==> src/rtl/link_host_pkg.sv <==
// Package: constants, types and states for the serial block link host controller
package link_host_pkg;
  // ------------------------------------------------------------
  // Handshake codes
  // ------------------------------------------------------------
  localparam logic [7:0] CODE_REQ  = 8'h05; // Transmission request
  localparam logic [7:0] CODE_RDY  = 8'h04; // Ready to receive
  localparam logic [7:0] CODE_ACK  = 8'h06;
  localparam logic [7:0] CODE_NAK  = 8'h15;
  // ------------------------------------------------------------
  // Timing
  // ------------------------------------------------------------
  localparam int CLK_HZ          = 125000000;
  localparam int CHAR_TICK_MS    = 100;  // Character timeout unit, 0.1 s
  localparam int PROTO_TICK_MS   = 1000; // Protocol limit unit, 1 s
  localparam int CHAR_TICK_CYC   = CLK_HZ / 1000 * CHAR_TICK_MS;
  localparam int PROTO_TICK_CYC  = CLK_HZ / 1000 * PROTO_TICK_MS;
  localparam int BAUD_2400       = 2400;
  localparam int BAUD_4800       = 4800;
  localparam int BAUD_9600       = 9600;
  localparam int BIT_CYC_2400    = CLK_HZ / BAUD_2400;
  localparam int BIT_CYC_4800    = CLK_HZ / BAUD_4800;
  localparam int BIT_CYC_9600    = CLK_HZ / BAUD_9600;
  // ------------------------------------------------------------
  // Setting defaults and field limits
  // ------------------------------------------------------------
  localparam logic [7:0] CHAR_TO_DEFAULT  = 8'h05;
  localparam logic [7:0] PROTO_TL_DEFAULT = 8'h0A;
  localparam logic [3:0] RETRY_DEFAULT    = 4'h1;
  localparam logic [3:0] RETRY_MAX        = 4'h8;
  localparam logic [7:0] COUNT_MAX        = 8'hF0;
  localparam logic [3:0] MODULE_ID_MIN    = 4'h1;
  localparam int         BLOCK_EXTRA      = 3;
  localparam int         BUF_DEPTH        = 256;
  // ------------------------------------------------------------
  // Software registers (word index)
  // ------------------------------------------------------------
  localparam logic [3:0] REG_CTRL    = 4'h0; // w: bit0 go; r: status
  localparam logic [3:0] REG_CONFIG  = 4'h1; // baud, role, retry
  localparam logic [3:0] REG_TIMES   = 4'h2; // [7:0] char, [15:8] proto
  localparam logic [3:0] REG_HEADER  = 4'h3; // [7:0] N,[11:8] axis,[15:12] cmd,[19:16] mode
  localparam logic [3:0] REG_TXDATA  = 4'h4; // write appends payload byte
  localparam logic [3:0] REG_RXDATA  = 4'h5; // read pops received byte
  localparam logic [3:0] REG_RXINFO  = 4'h6; // received length
  // ------------------------------------------------------------
  // Types
  // ------------------------------------------------------------
  typedef struct packed {
    logic [3:0] addr;
    logic [31:0] wdata;
    logic        wr;
    logic        rd;
  } sw_req_type;

  typedef struct packed {
    logic [1:0] baud_sel;
    logic       master;
    logic [3:0] retry_limit;
    logic [7:0] char_timeout;
    logic [7:0] protocol_time_limit;
  } link_cfg_type;

  typedef enum logic [3:0] {
    ST_IDLE, ST_SEND_REQ, ST_WAIT_RDY, ST_SEND_BLK, ST_WAIT_ACK,
    ST_SEND_RDY, ST_WAIT_FIRST, ST_RECV_BLK, ST_SEND_ANS
  } link_state_type;
endpackage : link_host_pkg

==> src/rtl/link_host.sv <==
// Host controller for the servo driver serial block link
`timescale 1ns/1ps
`default_nettype none
module link_host #(
  parameter int CLK_FREQ   = link_host_pkg::CLK_HZ,
  parameter int CHAR_TICK  = link_host_pkg::CHAR_TICK_CYC,
  parameter int PROTO_TICK = link_host_pkg::PROTO_TICK_CYC
) (
  input  wire logic                      core_clk,
  input  wire logic                      rst,
  input  wire link_host_pkg::sw_req_type sw_req,
  output var  logic [31:0]               sw_rdata,
  input  wire logic                      rxd,
  output var  logic                      txd
);
  import link_host_pkg::*;

  // ------------------------------------------------------------
  // Software registers
  // ------------------------------------------------------------
  link_cfg_type   cfg_reg;
  logic [1:0]     baud_live_reg;
  logic [7:0]     hdr_n_reg;
  logic [3:0]     hdr_axis_reg, hdr_cmd_reg, hdr_mode_reg;
  logic           busy_reg, done_reg, err_reg, rx_new_reg, start_reg;
  logic [31:0]    sw_rdata_reg;
  logic [7:0]     txbuf [BUF_DEPTH];
  logic [7:0]     rxbuf [BUF_DEPTH];
  logic [7:0]     tx_wr_reg, rx_rd_reg, rx_len_reg;
  link_state_type state_reg;

  wire sel_ctrl   = sw_req.addr == REG_CTRL;
  wire sel_config = sw_req.addr == REG_CONFIG;
  wire sel_times  = sw_req.addr == REG_TIMES;
  wire sel_header = sw_req.addr == REG_HEADER;
  wire sel_txdata = sw_req.addr == REG_TXDATA;
  wire sel_rxdata = sw_req.addr == REG_RXDATA;
  wire sel_rxinfo = sw_req.addr == REG_RXINFO;
  wire go_wr      = sw_req.wr && sel_ctrl && sw_req.wdata[0] && !busy_reg;

  // Settings writes clamp out-of-range values
  always_ff @(posedge core_clk or posedge rst) begin
    if (rst) begin
      cfg_reg      <= '{2'h0, 1'b0, RETRY_DEFAULT, CHAR_TO_DEFAULT, PROTO_TL_DEFAULT};
      hdr_n_reg    <= 8'h00;
      hdr_axis_reg <= MODULE_ID_MIN;
      hdr_cmd_reg  <= 4'h0;
      hdr_mode_reg <= 4'h0;
      tx_wr_reg    <= 8'h00;
    end else begin
      if (sw_req.wr && sel_config) begin
        cfg_reg.baud_sel    <= (sw_req.wdata[1:0] > 2'h2) ? 2'h2 : sw_req.wdata[1:0];
        cfg_reg.master      <= sw_req.wdata[2];
        cfg_reg.retry_limit <= (sw_req.wdata[7:4] == 4'h0) ? RETRY_DEFAULT :
                               (sw_req.wdata[7:4] > RETRY_MAX) ? RETRY_MAX : sw_req.wdata[7:4];
      end
      if (sw_req.wr && sel_times) begin
        cfg_reg.char_timeout        <= (sw_req.wdata[7:0] == 8'h00) ? 8'h01 : sw_req.wdata[7:0];
        cfg_reg.protocol_time_limit <= (sw_req.wdata[15:8] == 8'h00) ? 8'h01 : sw_req.wdata[15:8];
      end
      if (sw_req.wr && sel_header) begin
        hdr_n_reg    <= (sw_req.wdata[7:0] > COUNT_MAX) ? COUNT_MAX : sw_req.wdata[7:0];
        hdr_axis_reg <= (sw_req.wdata[11:8] == 4'h0) ? MODULE_ID_MIN : sw_req.wdata[11:8];
        hdr_cmd_reg  <= sw_req.wdata[15:12];
        hdr_mode_reg <= sw_req.wdata[19:16];
        tx_wr_reg    <= 8'h00;
      end else if (sw_req.wr && sel_txdata && !busy_reg) begin
        tx_wr_reg <= tx_wr_reg + 8'h01;
      end
    end
  end

  // Payload store written by software
  always_ff @(posedge core_clk) begin
    if (sw_req.wr && sel_txdata && !busy_reg) begin
      txbuf[tx_wr_reg] <= sw_req.wdata[7:0];
    end
  end

  // Baud choice frozen at reset release only
  always_ff @(posedge core_clk or posedge rst) begin
    if (rst) begin
      baud_live_reg <= 2'h0;
      start_reg     <= 1'b1;
    end else begin
      start_reg <= 1'b0;
      if (start_reg) begin
        baud_live_reg <= cfg_reg.baud_sel;
      end
    end
  end

  wire [31:0] bit_cyc = (baud_live_reg == 2'h0) ? 32'(CLK_FREQ / BAUD_2400) :
                        (baud_live_reg == 2'h1) ? 32'(CLK_FREQ / BAUD_4800) : 32'(CLK_FREQ / BAUD_9600);

  // ------------------------------------------------------------
  // Serial transmitter and receiver, 8N1
  // ------------------------------------------------------------
  logic [9:0]  tx_shift_reg;
  logic [3:0]  tx_bits_reg;
  logic [31:0] tx_cnt_reg;
  logic        tx_go;
  logic [7:0]  tx_byte;
  wire         tx_idle = tx_bits_reg == 4'h0;

  always_ff @(posedge core_clk or posedge rst) begin
    if (rst) begin
      tx_shift_reg <= 10'h3FF;
      tx_bits_reg  <= 4'h0;
      tx_cnt_reg   <= 32'h0;
    end else if (tx_go && tx_idle) begin
      tx_shift_reg <= {1'b1, tx_byte, 1'b0};
      tx_bits_reg  <= 4'hA;
      tx_cnt_reg   <= bit_cyc;
    end else if (!tx_idle) begin
      if (tx_cnt_reg == 32'h1) begin
        tx_shift_reg <= {1'b1, tx_shift_reg[9:1]};
        tx_bits_reg  <= tx_bits_reg - 4'h1;
        tx_cnt_reg   <= bit_cyc;
      end else begin
        tx_cnt_reg <= tx_cnt_reg - 32'h1;
      end
    end
  end
  assign txd = tx_shift_reg[0];

  logic        rx_s1_reg, rx_s2_reg;
  logic [7:0]  rx_sh_reg;
  logic [3:0]  rx_bits_reg;
  logic [31:0] rx_cnt_reg;
  logic        rx_stb_reg;
  logic [7:0]  rx_byte_reg;

  // Two-stage synchroniser, then bit sampler at mid-bit
  always_ff @(posedge core_clk or posedge rst) begin
    if (rst) begin
      rx_s1_reg   <= 1'b1;
      rx_s2_reg   <= 1'b1;
      rx_sh_reg   <= 8'h00;
      rx_bits_reg <= 4'h0;
      rx_cnt_reg  <= 32'h0;
      rx_stb_reg  <= 1'b0;
      rx_byte_reg <= 8'h00;
    end else begin
      rx_s1_reg  <= rxd;
      rx_s2_reg  <= rx_s1_reg;
      rx_stb_reg <= 1'b0;
      if (rx_bits_reg == 4'h0) begin
        if (!rx_s2_reg) begin
          rx_bits_reg <= 4'hA;
          rx_cnt_reg  <= bit_cyc >> 1;
        end
      end else if (rx_cnt_reg == 32'h0) begin
        rx_cnt_reg  <= bit_cyc - 32'h1; // Count to zero spans one bit
        rx_bits_reg <= rx_bits_reg - 4'h1;
        if (rx_bits_reg == 4'hA && rx_s2_reg) begin
          rx_bits_reg <= 4'h0; // False start
        end else if (rx_bits_reg == 4'h1) begin
          rx_stb_reg  <= rx_s2_reg; // Stop bit must be high
          rx_byte_reg <= rx_sh_reg;
        end else if (rx_bits_reg != 4'hA) begin
          rx_sh_reg <= {rx_s2_reg, rx_sh_reg[7:1]};
        end
      end else begin
        rx_cnt_reg <= rx_cnt_reg - 32'h1;
      end
    end
  end

  // ------------------------------------------------------------
  // Link protocol engine
  // ------------------------------------------------------------
  logic [7:0]  idx_reg, sum_reg, rx_n_reg, ans_reg;
  logic [3:0]  retry_reg;
  logic [31:0] tick_reg;
  logic [7:0]  units_reg;
  logic        tx_pend_reg;

  wire [7:0] blk_last  = hdr_n_reg + 8'(BLOCK_EXTRA); // Index of checksum byte
  wire [7:0] blk_byte  = (idx_reg == 8'h00) ? hdr_n_reg :
                         (idx_reg == 8'h01) ? {4'h0, hdr_axis_reg} :
                         (idx_reg == 8'h02) ? {hdr_cmd_reg, hdr_mode_reg} :
                         (idx_reg == blk_last) ? 8'(-sum_reg) : txbuf[8'(idx_reg - 8'h03)];
  wire       unit_tick = tick_reg == 32'h1;
  wire       char_exp  = unit_tick && units_reg == 8'h01;
  wire       fail_out  = retry_reg >= cfg_reg.retry_limit;
  wire       rx_req    = rx_stb_reg && rx_byte_reg == CODE_REQ;
  // Unit length to reload while a timeout runs
  wire [31:0] tick_len = (state_reg == ST_RECV_BLK) ? 32'(CHAR_TICK) : 32'(PROTO_TICK);

  assign tx_go   = (state_reg == ST_SEND_REQ) || (state_reg == ST_SEND_RDY) ||
                   (state_reg == ST_SEND_ANS) || (state_reg == ST_SEND_BLK);
  assign tx_byte = (state_reg == ST_SEND_REQ) ? CODE_REQ :
                   (state_reg == ST_SEND_RDY) ? CODE_RDY :
                   (state_reg == ST_SEND_ANS) ? ans_reg : blk_byte;

  // Protocol sequencer with unit-based timeout counter
  always_ff @(posedge core_clk or posedge rst) begin
    if (rst) begin
      state_reg <= ST_IDLE;
      idx_reg <= 8'h00; sum_reg <= 8'h00; rx_n_reg <= 8'h00; ans_reg <= CODE_ACK;
      retry_reg <= 4'h0; tick_reg <= 32'h0; units_reg <= 8'h00; tx_pend_reg <= 1'b0;
      busy_reg <= 1'b0; done_reg <= 1'b0; err_reg <= 1'b0; rx_new_reg <= 1'b0;
      rx_len_reg <= 8'h00;
    end else begin
      tick_reg <= unit_tick ? tick_reg : tick_reg - 32'h1;
      if (unit_tick && units_reg != 8'h00) begin
        units_reg <= units_reg - 8'h01;
        tick_reg  <= tick_len;
      end
      if (sw_req.rd && sel_ctrl) begin
        done_reg <= 1'b0; err_reg <= 1'b0; rx_new_reg <= 1'b0;
      end
      case (state_reg)
        ST_IDLE: begin
          if (rx_req) begin
            state_reg <= ST_SEND_RDY;
          end else if (go_wr) begin
            busy_reg <= 1'b1; retry_reg <= 4'h0;
            state_reg <= ST_SEND_REQ;
          end
        end
        ST_SEND_REQ: if (tx_idle) begin
          state_reg <= ST_WAIT_RDY;
          tick_reg <= 32'(PROTO_TICK); units_reg <= cfg_reg.protocol_time_limit;
        end
        ST_WAIT_RDY: begin
          if (rx_req && !cfg_reg.master) begin
            state_reg <= ST_SEND_RDY;
          end else if (rx_stb_reg && rx_byte_reg == CODE_RDY) begin
            state_reg <= ST_SEND_BLK; idx_reg <= 8'h00; sum_reg <= 8'h00;
          end else if (char_exp) begin
            if (fail_out) begin
              state_reg <= ST_IDLE; busy_reg <= 1'b0; err_reg <= 1'b1;
            end else begin
              retry_reg <= retry_reg + 4'h1; state_reg <= ST_SEND_REQ;
            end
          end
        end
        ST_SEND_BLK: if (tx_idle) begin
          sum_reg <= sum_reg + blk_byte;
          idx_reg <= idx_reg + 8'h01;
          if (idx_reg == blk_last) begin
            state_reg <= ST_WAIT_ACK;
            tick_reg <= 32'(PROTO_TICK); units_reg <= cfg_reg.protocol_time_limit;
          end
        end
        ST_WAIT_ACK: begin
          if (rx_stb_reg && rx_byte_reg == CODE_ACK) begin
            state_reg <= ST_IDLE; busy_reg <= 1'b0; done_reg <= 1'b1; retry_reg <= 4'h0;
          end else if (rx_stb_reg || char_exp) begin
            if (fail_out) begin
              state_reg <= ST_IDLE; busy_reg <= 1'b0; err_reg <= 1'b1;
            end else begin
              retry_reg <= retry_reg + 4'h1; state_reg <= ST_SEND_REQ;
            end
          end
        end
        ST_SEND_RDY: if (tx_idle) begin
          tx_pend_reg <= busy_reg;
          state_reg <= ST_WAIT_FIRST; idx_reg <= 8'h00; sum_reg <= 8'h00;
          tick_reg <= 32'(PROTO_TICK); units_reg <= cfg_reg.protocol_time_limit;
        end
        ST_WAIT_FIRST, ST_RECV_BLK: begin
          if (rx_stb_reg) begin
            sum_reg <= sum_reg + rx_byte_reg;
            idx_reg <= idx_reg + 8'h01;
            tick_reg <= 32'(CHAR_TICK); units_reg <= cfg_reg.char_timeout;
            state_reg <= ST_RECV_BLK;
            if (state_reg == ST_WAIT_FIRST) begin
              rx_n_reg <= rx_byte_reg;
            end
            if (state_reg == ST_RECV_BLK && idx_reg == rx_n_reg + 8'(BLOCK_EXTRA)) begin
              ans_reg <= (8'(sum_reg + rx_byte_reg) == 8'h00) ? CODE_ACK : CODE_NAK;
              rx_new_reg <= (8'(sum_reg + rx_byte_reg) == 8'h00);
              rx_len_reg <= idx_reg + 8'h01;
              state_reg <= ST_SEND_ANS;
            end
          end else if (char_exp) begin
            ans_reg <= CODE_NAK; state_reg <= ST_SEND_ANS;
          end
        end
        ST_SEND_ANS: if (tx_idle) begin
          state_reg <= tx_pend_reg ? ST_SEND_REQ : ST_IDLE; // Resume yielded block
          tx_pend_reg <= 1'b0;
        end
        default: state_reg <= ST_IDLE;
      endcase
    end
  end

  // Received-block store, kept out of the reset process
  always_ff @(posedge core_clk) begin
    if (rx_stb_reg && (state_reg == ST_WAIT_FIRST || state_reg == ST_RECV_BLK)) begin
      rxbuf[idx_reg] <= rx_byte_reg;
    end
  end

  // Received-block readout pointer
  always_ff @(posedge core_clk or posedge rst) begin
    if (rst) begin
      rx_rd_reg <= 8'h00;
    end else if (state_reg == ST_SEND_ANS) begin
      rx_rd_reg <= 8'h00;
    end else if (sw_req.rd && sel_rxdata) begin
      rx_rd_reg <= rx_rd_reg + 8'h01;
    end
  end

  // Read data, one cycle after the strobe
  wire [31:0] rd_mux = sel_ctrl   ? {27'h0, rx_new_reg, err_reg, done_reg, busy_reg, 1'b0} :
                       sel_config ? {24'h0, cfg_reg.retry_limit, 1'b0, cfg_reg.master, cfg_reg.baud_sel} :
                       sel_times  ? {16'h0, cfg_reg.protocol_time_limit, cfg_reg.char_timeout} :
                       sel_header ? {12'h0, hdr_mode_reg, hdr_cmd_reg, hdr_axis_reg, hdr_n_reg} :
                       sel_rxdata ? {24'h0, rxbuf[rx_rd_reg]} :
                       sel_rxinfo ? {20'h0, retry_reg, rx_len_reg} : 32'h0;
  always_ff @(posedge core_clk or posedge rst) begin
    if (rst) begin
      sw_rdata_reg <= 32'h0;
    end else begin
      sw_rdata_reg <= sw_req.rd ? rd_mux : 32'h0;
    end
  end
  assign sw_rdata = sw_rdata_reg;
endmodule : link_host
`default_nettype wire

==> config.mk <==
export PLATFORM = sky130hd
export DESIGN_NAME = link_host
export DESIGN_NICKNAME = d
export VERILOG_FILES = /design/src/rtl/link_host_pkg.sv /design/src/rtl/link_host.sv
export SDC_FILE = /design/constraint.sdc
export NUM_CORES = 2
export LEC_CHECK = 0
export ABC_AREA = 0
export BUFFER_PORTS_ARGS = -buffer_cell sky130_fd_sc_hd__buf_2
export CORE_ASPECT_RATIO = 2
export CORE_UTILIZATION = 45
export DETAILED_ROUTE_END_ITERATION = 10
export GPL_ROUTABILITY_DRIVEN = 0
export GPL_TIMING_DRIVEN = 0
export PLACE_DENSITY_LB_ADDON = 0.12
export SLEW_MARGIN = 30
export SYNTH_ARGS = -nofsm -noshare
export SYNTH_HDL_FRONTEND = slang
export SYNTH_SLANG_ARGS = --single-unit
==> constraint.sdc <==
create_clock -name core_clk -period 7.71 [get_ports core_clk]
set_clock_uncertainty 0.05 [all_clocks]
set_input_delay 0.3855 -clock core_clk [delete_from_list [all_inputs] [get_ports core_clk]]
set_output_delay 0.3855 -clock core_clk [all_outputs]
set_load 0.01 [all_outputs]
Yosys cells after proc, flatten, opt, wreduce, memory -nomap -nowiden:

Memories as Yosys holds them, arrays and structs flattened.
Index checks and enable logic that the tools add are counted.

* register bits after elaboration: 276
* RAM bits: 4096
* input port bits: 41
* output and inout bits: 33
* logic and storage cells: 304
* memories kept: 2

* $add $sub $neg: 17
* $lt $le $gt $ge: 4
* equal/unequal tests: 47
* muxes and demuxes: 132
* bitwise logic cells: 3
* reduce and logical (&&, ||, !) cells: 61

Memories
* rxbuf: depth 256, width 8, read ports 1, clocked after memory_dff 0, write ports 1, line link_host.sv:28 `logic [7:0] rxbuf [BUF_DEPTH];`
* txbuf: depth 256, width 8, read ports 1, clocked after memory_dff 0, write ports 1, line link_host.sv:27 `logic [7:0] txbuf [BUF_DEPTH];`

Operators by type and width (number)
* $mux 32: 12
* $mux 8: 29
* $mux 4: 33
* $mux 20: 5
* $pmux 32 s3: 1
* $sub 32x1->32 const B: 3
* $eq 32x1->1 const B: 2
* $pmux 8 s4: 2
* $mux 1: 34
* $logic_not 32->1: 1
* $logic_not 8->1: 4
* $pmux 4 s8: 1
* $mux 10: 3
* $eq 4x3->1 const B: 7
* $mux 27: 1
* $ne 2x2->1 const B: 13
* $add 8x1->8 const B: 3
* $eq 8x3->1 const B: 3
* $logic_not 4->1: 6
* $mux 12: 2
* $pmux 8 s3: 1
* $logic_and 1x1->1: 20
* $sub 16x1->17 const B: 1
* $add 8x2->8 const B: 2
* 43 further kinds: 75

Logic depth before layout (Yosys ltp):

* depth in word-level cells: 10
* mapped depth: 30
* depth with buffers taken out: 22

Worst setup path before layout:

Ideal clock, no wire load.

* kind: register to register
* from: register idx_reg[0]
* to: register sum_reg[7]
* setup time: 0.126 ns
* arrival time: 5.707 ns
* data required time: 7.534 ns
* slack: 1.827 ns
* cell stages (with the launch flop): 29
* path buffers: 8
* clock period less this slack: 5.883 ns
* cell sequence: dfrtp_1 buf_6 buf_8 buf_6 buf_4 inv_1 ha_1 buf_4 buf_4 buf_2 clkbuf_1 mux4_2 mux4_2 mux4_2 nand2_1 nand2_1 nand3_1 o2111ai_1 ha_1 a21o_1 a21oi_1 o21bai_1 a21oi_1 o21bai_1 a21oi_1 o21ai_0 a32oi_1 o21ai_0 a221o_1

* longest elaborated chain between the ends: 9
* elaborated cells on any way between the ends: 13
* those cells by class: add/sub (2); eq/ne (3); mux (6); reduce/logical (1); memory (1)

RTL lines
* start: declaration: line link_host.sv:173 `logic [7:0] idx_reg, sum_reg, rx_n_reg, ans_reg;`
* start signal: assignment: line link_host.sv:242 `idx_reg <= idx_reg + 8'h01;`
* start signal: assignment: line link_host.sv:267 `idx_reg <= idx_reg + 8'h01;`
* $sub 8x2->8: line link_host.sv:183 `(idx_reg == blk_last) ? 8'(-sum_reg) : txbuf[8'(idx_reg - 8'h03)];`
* $mem_v2 256x8
* $mux 8: line link_host.sv:183
* $mux 8: line link_host.sv:182 `(idx_reg == 8'h02) ? {hdr_cmd_reg, hdr_mode_reg} :`
* $mux 8: line link_host.sv:181 `(idx_reg == 8'h01) ? {4'h0, hdr_axis_reg} :`
* $mux 8 (*): line link_host.sv:180 `wire [7:0] blk_byte = (idx_reg == 8'h00) ? hdr_n_reg :`
* $add 8x8->8 (*): line link_host.sv:241 `sum_reg <= sum_reg + blk_byte;`
* $mux 8 (*): line link_host.sv:240 `ST_SEND_BLK: if (tx_idle) begin`
* $pmux 8 s4 (*): line link_host.sv:214 `case (state_reg)`
* end signal: assignment: line link_host.sv:241
* end signal: assignment: line link_host.sv:266 `sum_reg <= sum_reg + rx_byte_reg;`
* end: declaration: line link_host.sv:173

Every way passes the cells marked *; elsewhere a longest branch is shown, timed or not. The select of a mux whose other input is x is not followed.
A chain may end at the register's enable or synchronous reset.

Final worst setup path:

Same ends and word-level chain as after synthesis.

==> flow_summary.ini <==
[sta]
rsz0062_at_grt = false
setup_ws_ns = -0.228
holdWs_ns = 0.201
min_period_over_period = 1.03
worst_pin_slew_ns = 1.22
period_needed_ns = 7.94
slew_headroom = 0.189
fmax_mhz = 126
finalHoldViolCount = 0
setup_viol = 1
finalMaxSlewViolations = 0

[synth]
ys_warn_count = 0
ys_types = 88
avgSynthCellArea_um2 = 18.4
ys_seq_area_frac = 0.741
synth_top_area_frac = 0.703
synthArstFlopShare = 0.0616
synth_seq_cells = 4365
synth_edf_count = 4096
syn-cell-area_mm2 = 0.175
synthTopCellsByArea = edfxtp_1 70%, mux4_2 11%, dfrtp_1 3.6%
yosys.area.top_type = edfxtp_1
syn_inst = 9510
synthFlopType = edfxtp_1

[routing]
antenna_left = 0
dr.pass1.iters = 7
drt_iter0_markers = 15200
remaining_drc_errors = 0
num_vias = 105412
drt-total-wl_um = 762000
drt-wirelength-per-cell_um = 48.8
vias_per_cell = 6.76

[clocking]
clkLatencyLatePin_ns = 1.05
cts_tree = done
root_buffer = clkbuf_16
path_clk_slew_ns = 0.07
clock_path_buffers = 4
htree_num_levels = 5
cts_buffers = 386
numClockSinks = 4365

[final_layout]
multi_input_area_mm2 = 0.0432
top_regs = rxbuf x2048, txbuf x2048
fin_nets = 10267
fin_util = 0.519
layout-drive-gt1-share = 0.240
fin_area_mm2 = 0.201
seq_area_mm2 = 0.130
area_growth_pct = 14.7
filler_cell_count = 30861
final_cells = 15605

[setup_path]
crit_type = flip-flop to flip-flop
end_kind = flip-flop
worst_ep_arrival_time_ns = 8.79
startpoint_type = flip-flop
r2r_cells = 26
critPathMaxFanout = 10
timing.rr.start = idx_reg[0]$_DFFE_PP0P_
reg2reg_to = sum_reg[7]$_DFFE_PP0P_
cp.required_ns = 8.56
r2r_slack_ns = -0.23

[placement]
place_area_mm2 = 0.186
dp_cells = 14776
portBuffers = 48
dp_hpwl_um = 549000
place_ws_ns = -3.24

[power]
p_seq_frac = 0.477
sw_frac_of_total = 0.281
intPower_mw = 39.0
p_comb_frac = 0.147
peakVddDrop_mv = 0.211
p_switching_mw = 15.3
p_clk_frac = 0.376
leakage_nw = 59.1
power_density_mw_per_mm2 = 271

[flow_run]
drv_cap = 0

[hold_path]
holdPathStages = 4
worstHoldStart = sw_req[21]
hp-class = input port to flip-flop
hold_end = hdr_mode_reg[3]$_DFFE_PP0P_

[floorplan]
die_w_um = 443
rows = 323
die_area_mm2 = 0.392
core_mm2 = 0.387
initial_core_util = 0.452
ios = 74
die_h_um = 884

[outcome]
violations = negative setup slack
status = complete, but fails checks

[global_route]
grt_pass1_vias = 103550
grt_pass1_wl_um = 988000
grt_max_degree = 114
overflow = 0
grt_usage = 0.388
antenna_found_initial = 59
stage by stage:
stage               setup TNS, ns  power, mW
floorplan                       0       29.4
global placement         -1029.85       33.5
detailed placement         -21.02       33.9
CTS                             0       53.9
global route                    0       54.7
finish                     -0.228       54.3
power groups by stage:
stage	Sequential, mW	Clock (mW)	Combinational (mW)
after floorplan	26.3	0	3.10
after global placement	26.5	0	7.09
after detailed placement	26.4	0	7.54
after CTS	25.9	20.4	7.58
after global routing	25.9	21.2	7.69
final	25.9	20.4	7.97
layer usage:
layer | up-vias | wire length (um) | global-route usage
li1 | 39783 | - | -
met1 | 54471 | 205000 | 0.352
met2 | 7905 | 371000 | 0.639
met3 | 3233 | 66300 | 0.0994
met4 | 20 | 119000 | 0.488
met5 | - | 169 | 0.000611
final cells by class:
type                            instances  area share
Clock buffer                          483      0.0521
Buffer                                572      0.0187
Timing Repair Buffer                  271      0.0218
Inverter                               57     0.00112
Sequential cell                      4365       0.646
Antenna cell                           73    0.000910
Multi-Input combinational cell       4527       0.215
Tap cell                             5037      0.0314
Clock inverter                        220      0.0120
cells in the mapped netlist, drive strengths merged (133+ instances only):
cell,count
clkbuf,273
dfrtp,250
nor2,709
mux2i,484
nand3,161
o21ai,185
o221ai,202
edfxtp,4096
mux4,879
a21oi,252
buf,300
nand2,671
o22ai,133
worst max-delay path by stage:
stage / startpoint / to / slack, ns / cells past startpoint
CTS: idx_reg[0]$_DFFE_PP0P_ / sum_reg[7]$_DFFE_PP0P_ / 0.002 / 26
finish: idx_reg[0]$_DFFE_PP0P_ / sum_reg[7]$_DFFE_PP0P_ / -0.23 / 26
detailed placement: idx_reg[0]$_DFFE_PP0P_ / sum_reg[7]$_DFFE_PP0P_ / -3.24 / 30
global route: idx_reg[0]$_DFFE_PP0P_ / sum_reg[7]$_DFFE_PP0P_ / 0.01 / 24
floorplan: idx_reg[0]$_DFFE_PP0P_ / sum_reg[7]$_DFFE_PP0P_ / 1.83 / 28
global placement: idx_reg[0]$_DFFE_PP0P_ / sum_reg[7]$_DFFE_PP0P_ / -4.63 / 29
cell usage in the layout, fill, tap and decap left out, types with 79 or more instances in the layout:
cell type and count:
nand3_1 149, o21ai_0 179, clkbuf_1 209, mux2i_1 477, buf_4 143, clkbuf_16 401, edfxtp_1 4096, nor2_1 534
o22ai_1 133, buf_2 151, buf_16 81, o221ai_1 201, buf_12 79, clkbuf_2 115, mux4_2 879, nand2_1 661
a21oi_1 234, nor2_2 171, dfrtp_1 241
critical path, stage by stage (launching register included):
cell and delay [ns]:
dfrtp_2 0.41, ha_1 0.15, buf_2 0.40, xor2_4 0.48, buf_8 0.24, buf_4 0.41, buf_4 0.45, buf_6 0.41
buf_6 0.36, clkbuf_2 0.28, buf_12 0.21, nand2_1 0.20, nand3_1 0.17, nand3_1 0.15, a21oi_2 0.40, nand4_1 0.62
a31oi_4 0.46, ha_1 0.31, inv_1 0.09, o21bai_1 0.10, a21oi_2 0.19, o21bai_1 0.10, a21oi_2 0.23, o21ai_0 0.13
a32oi_1 0.21, o21ai_0 0.15, a221o_1 0.29
logic make-up after synthesis:
logic type                 share of synthesized area
AOI/OAI and AO/OA                             0.0404
xor gates and xnor gates                     0.00573
adders and majority gates                    0.00337
buffers and inverters                         0.0183
DFF                                            0.741
muxes                                          0.144
other                                      0.0000214
and+or+nand+nor                               0.0467
what timing repair did:
item / in CTS / in global routing
buffers inserted: 8 / 13
pin swaps: 8 / 7
hold endpoints to repair: 711 / 0
gates resized for setup: 156 / 30
setup endpoints to repair: 12 / 1
hold buffers: 31 / 0
Note: power is estimated with default switching activity, not from simulation.
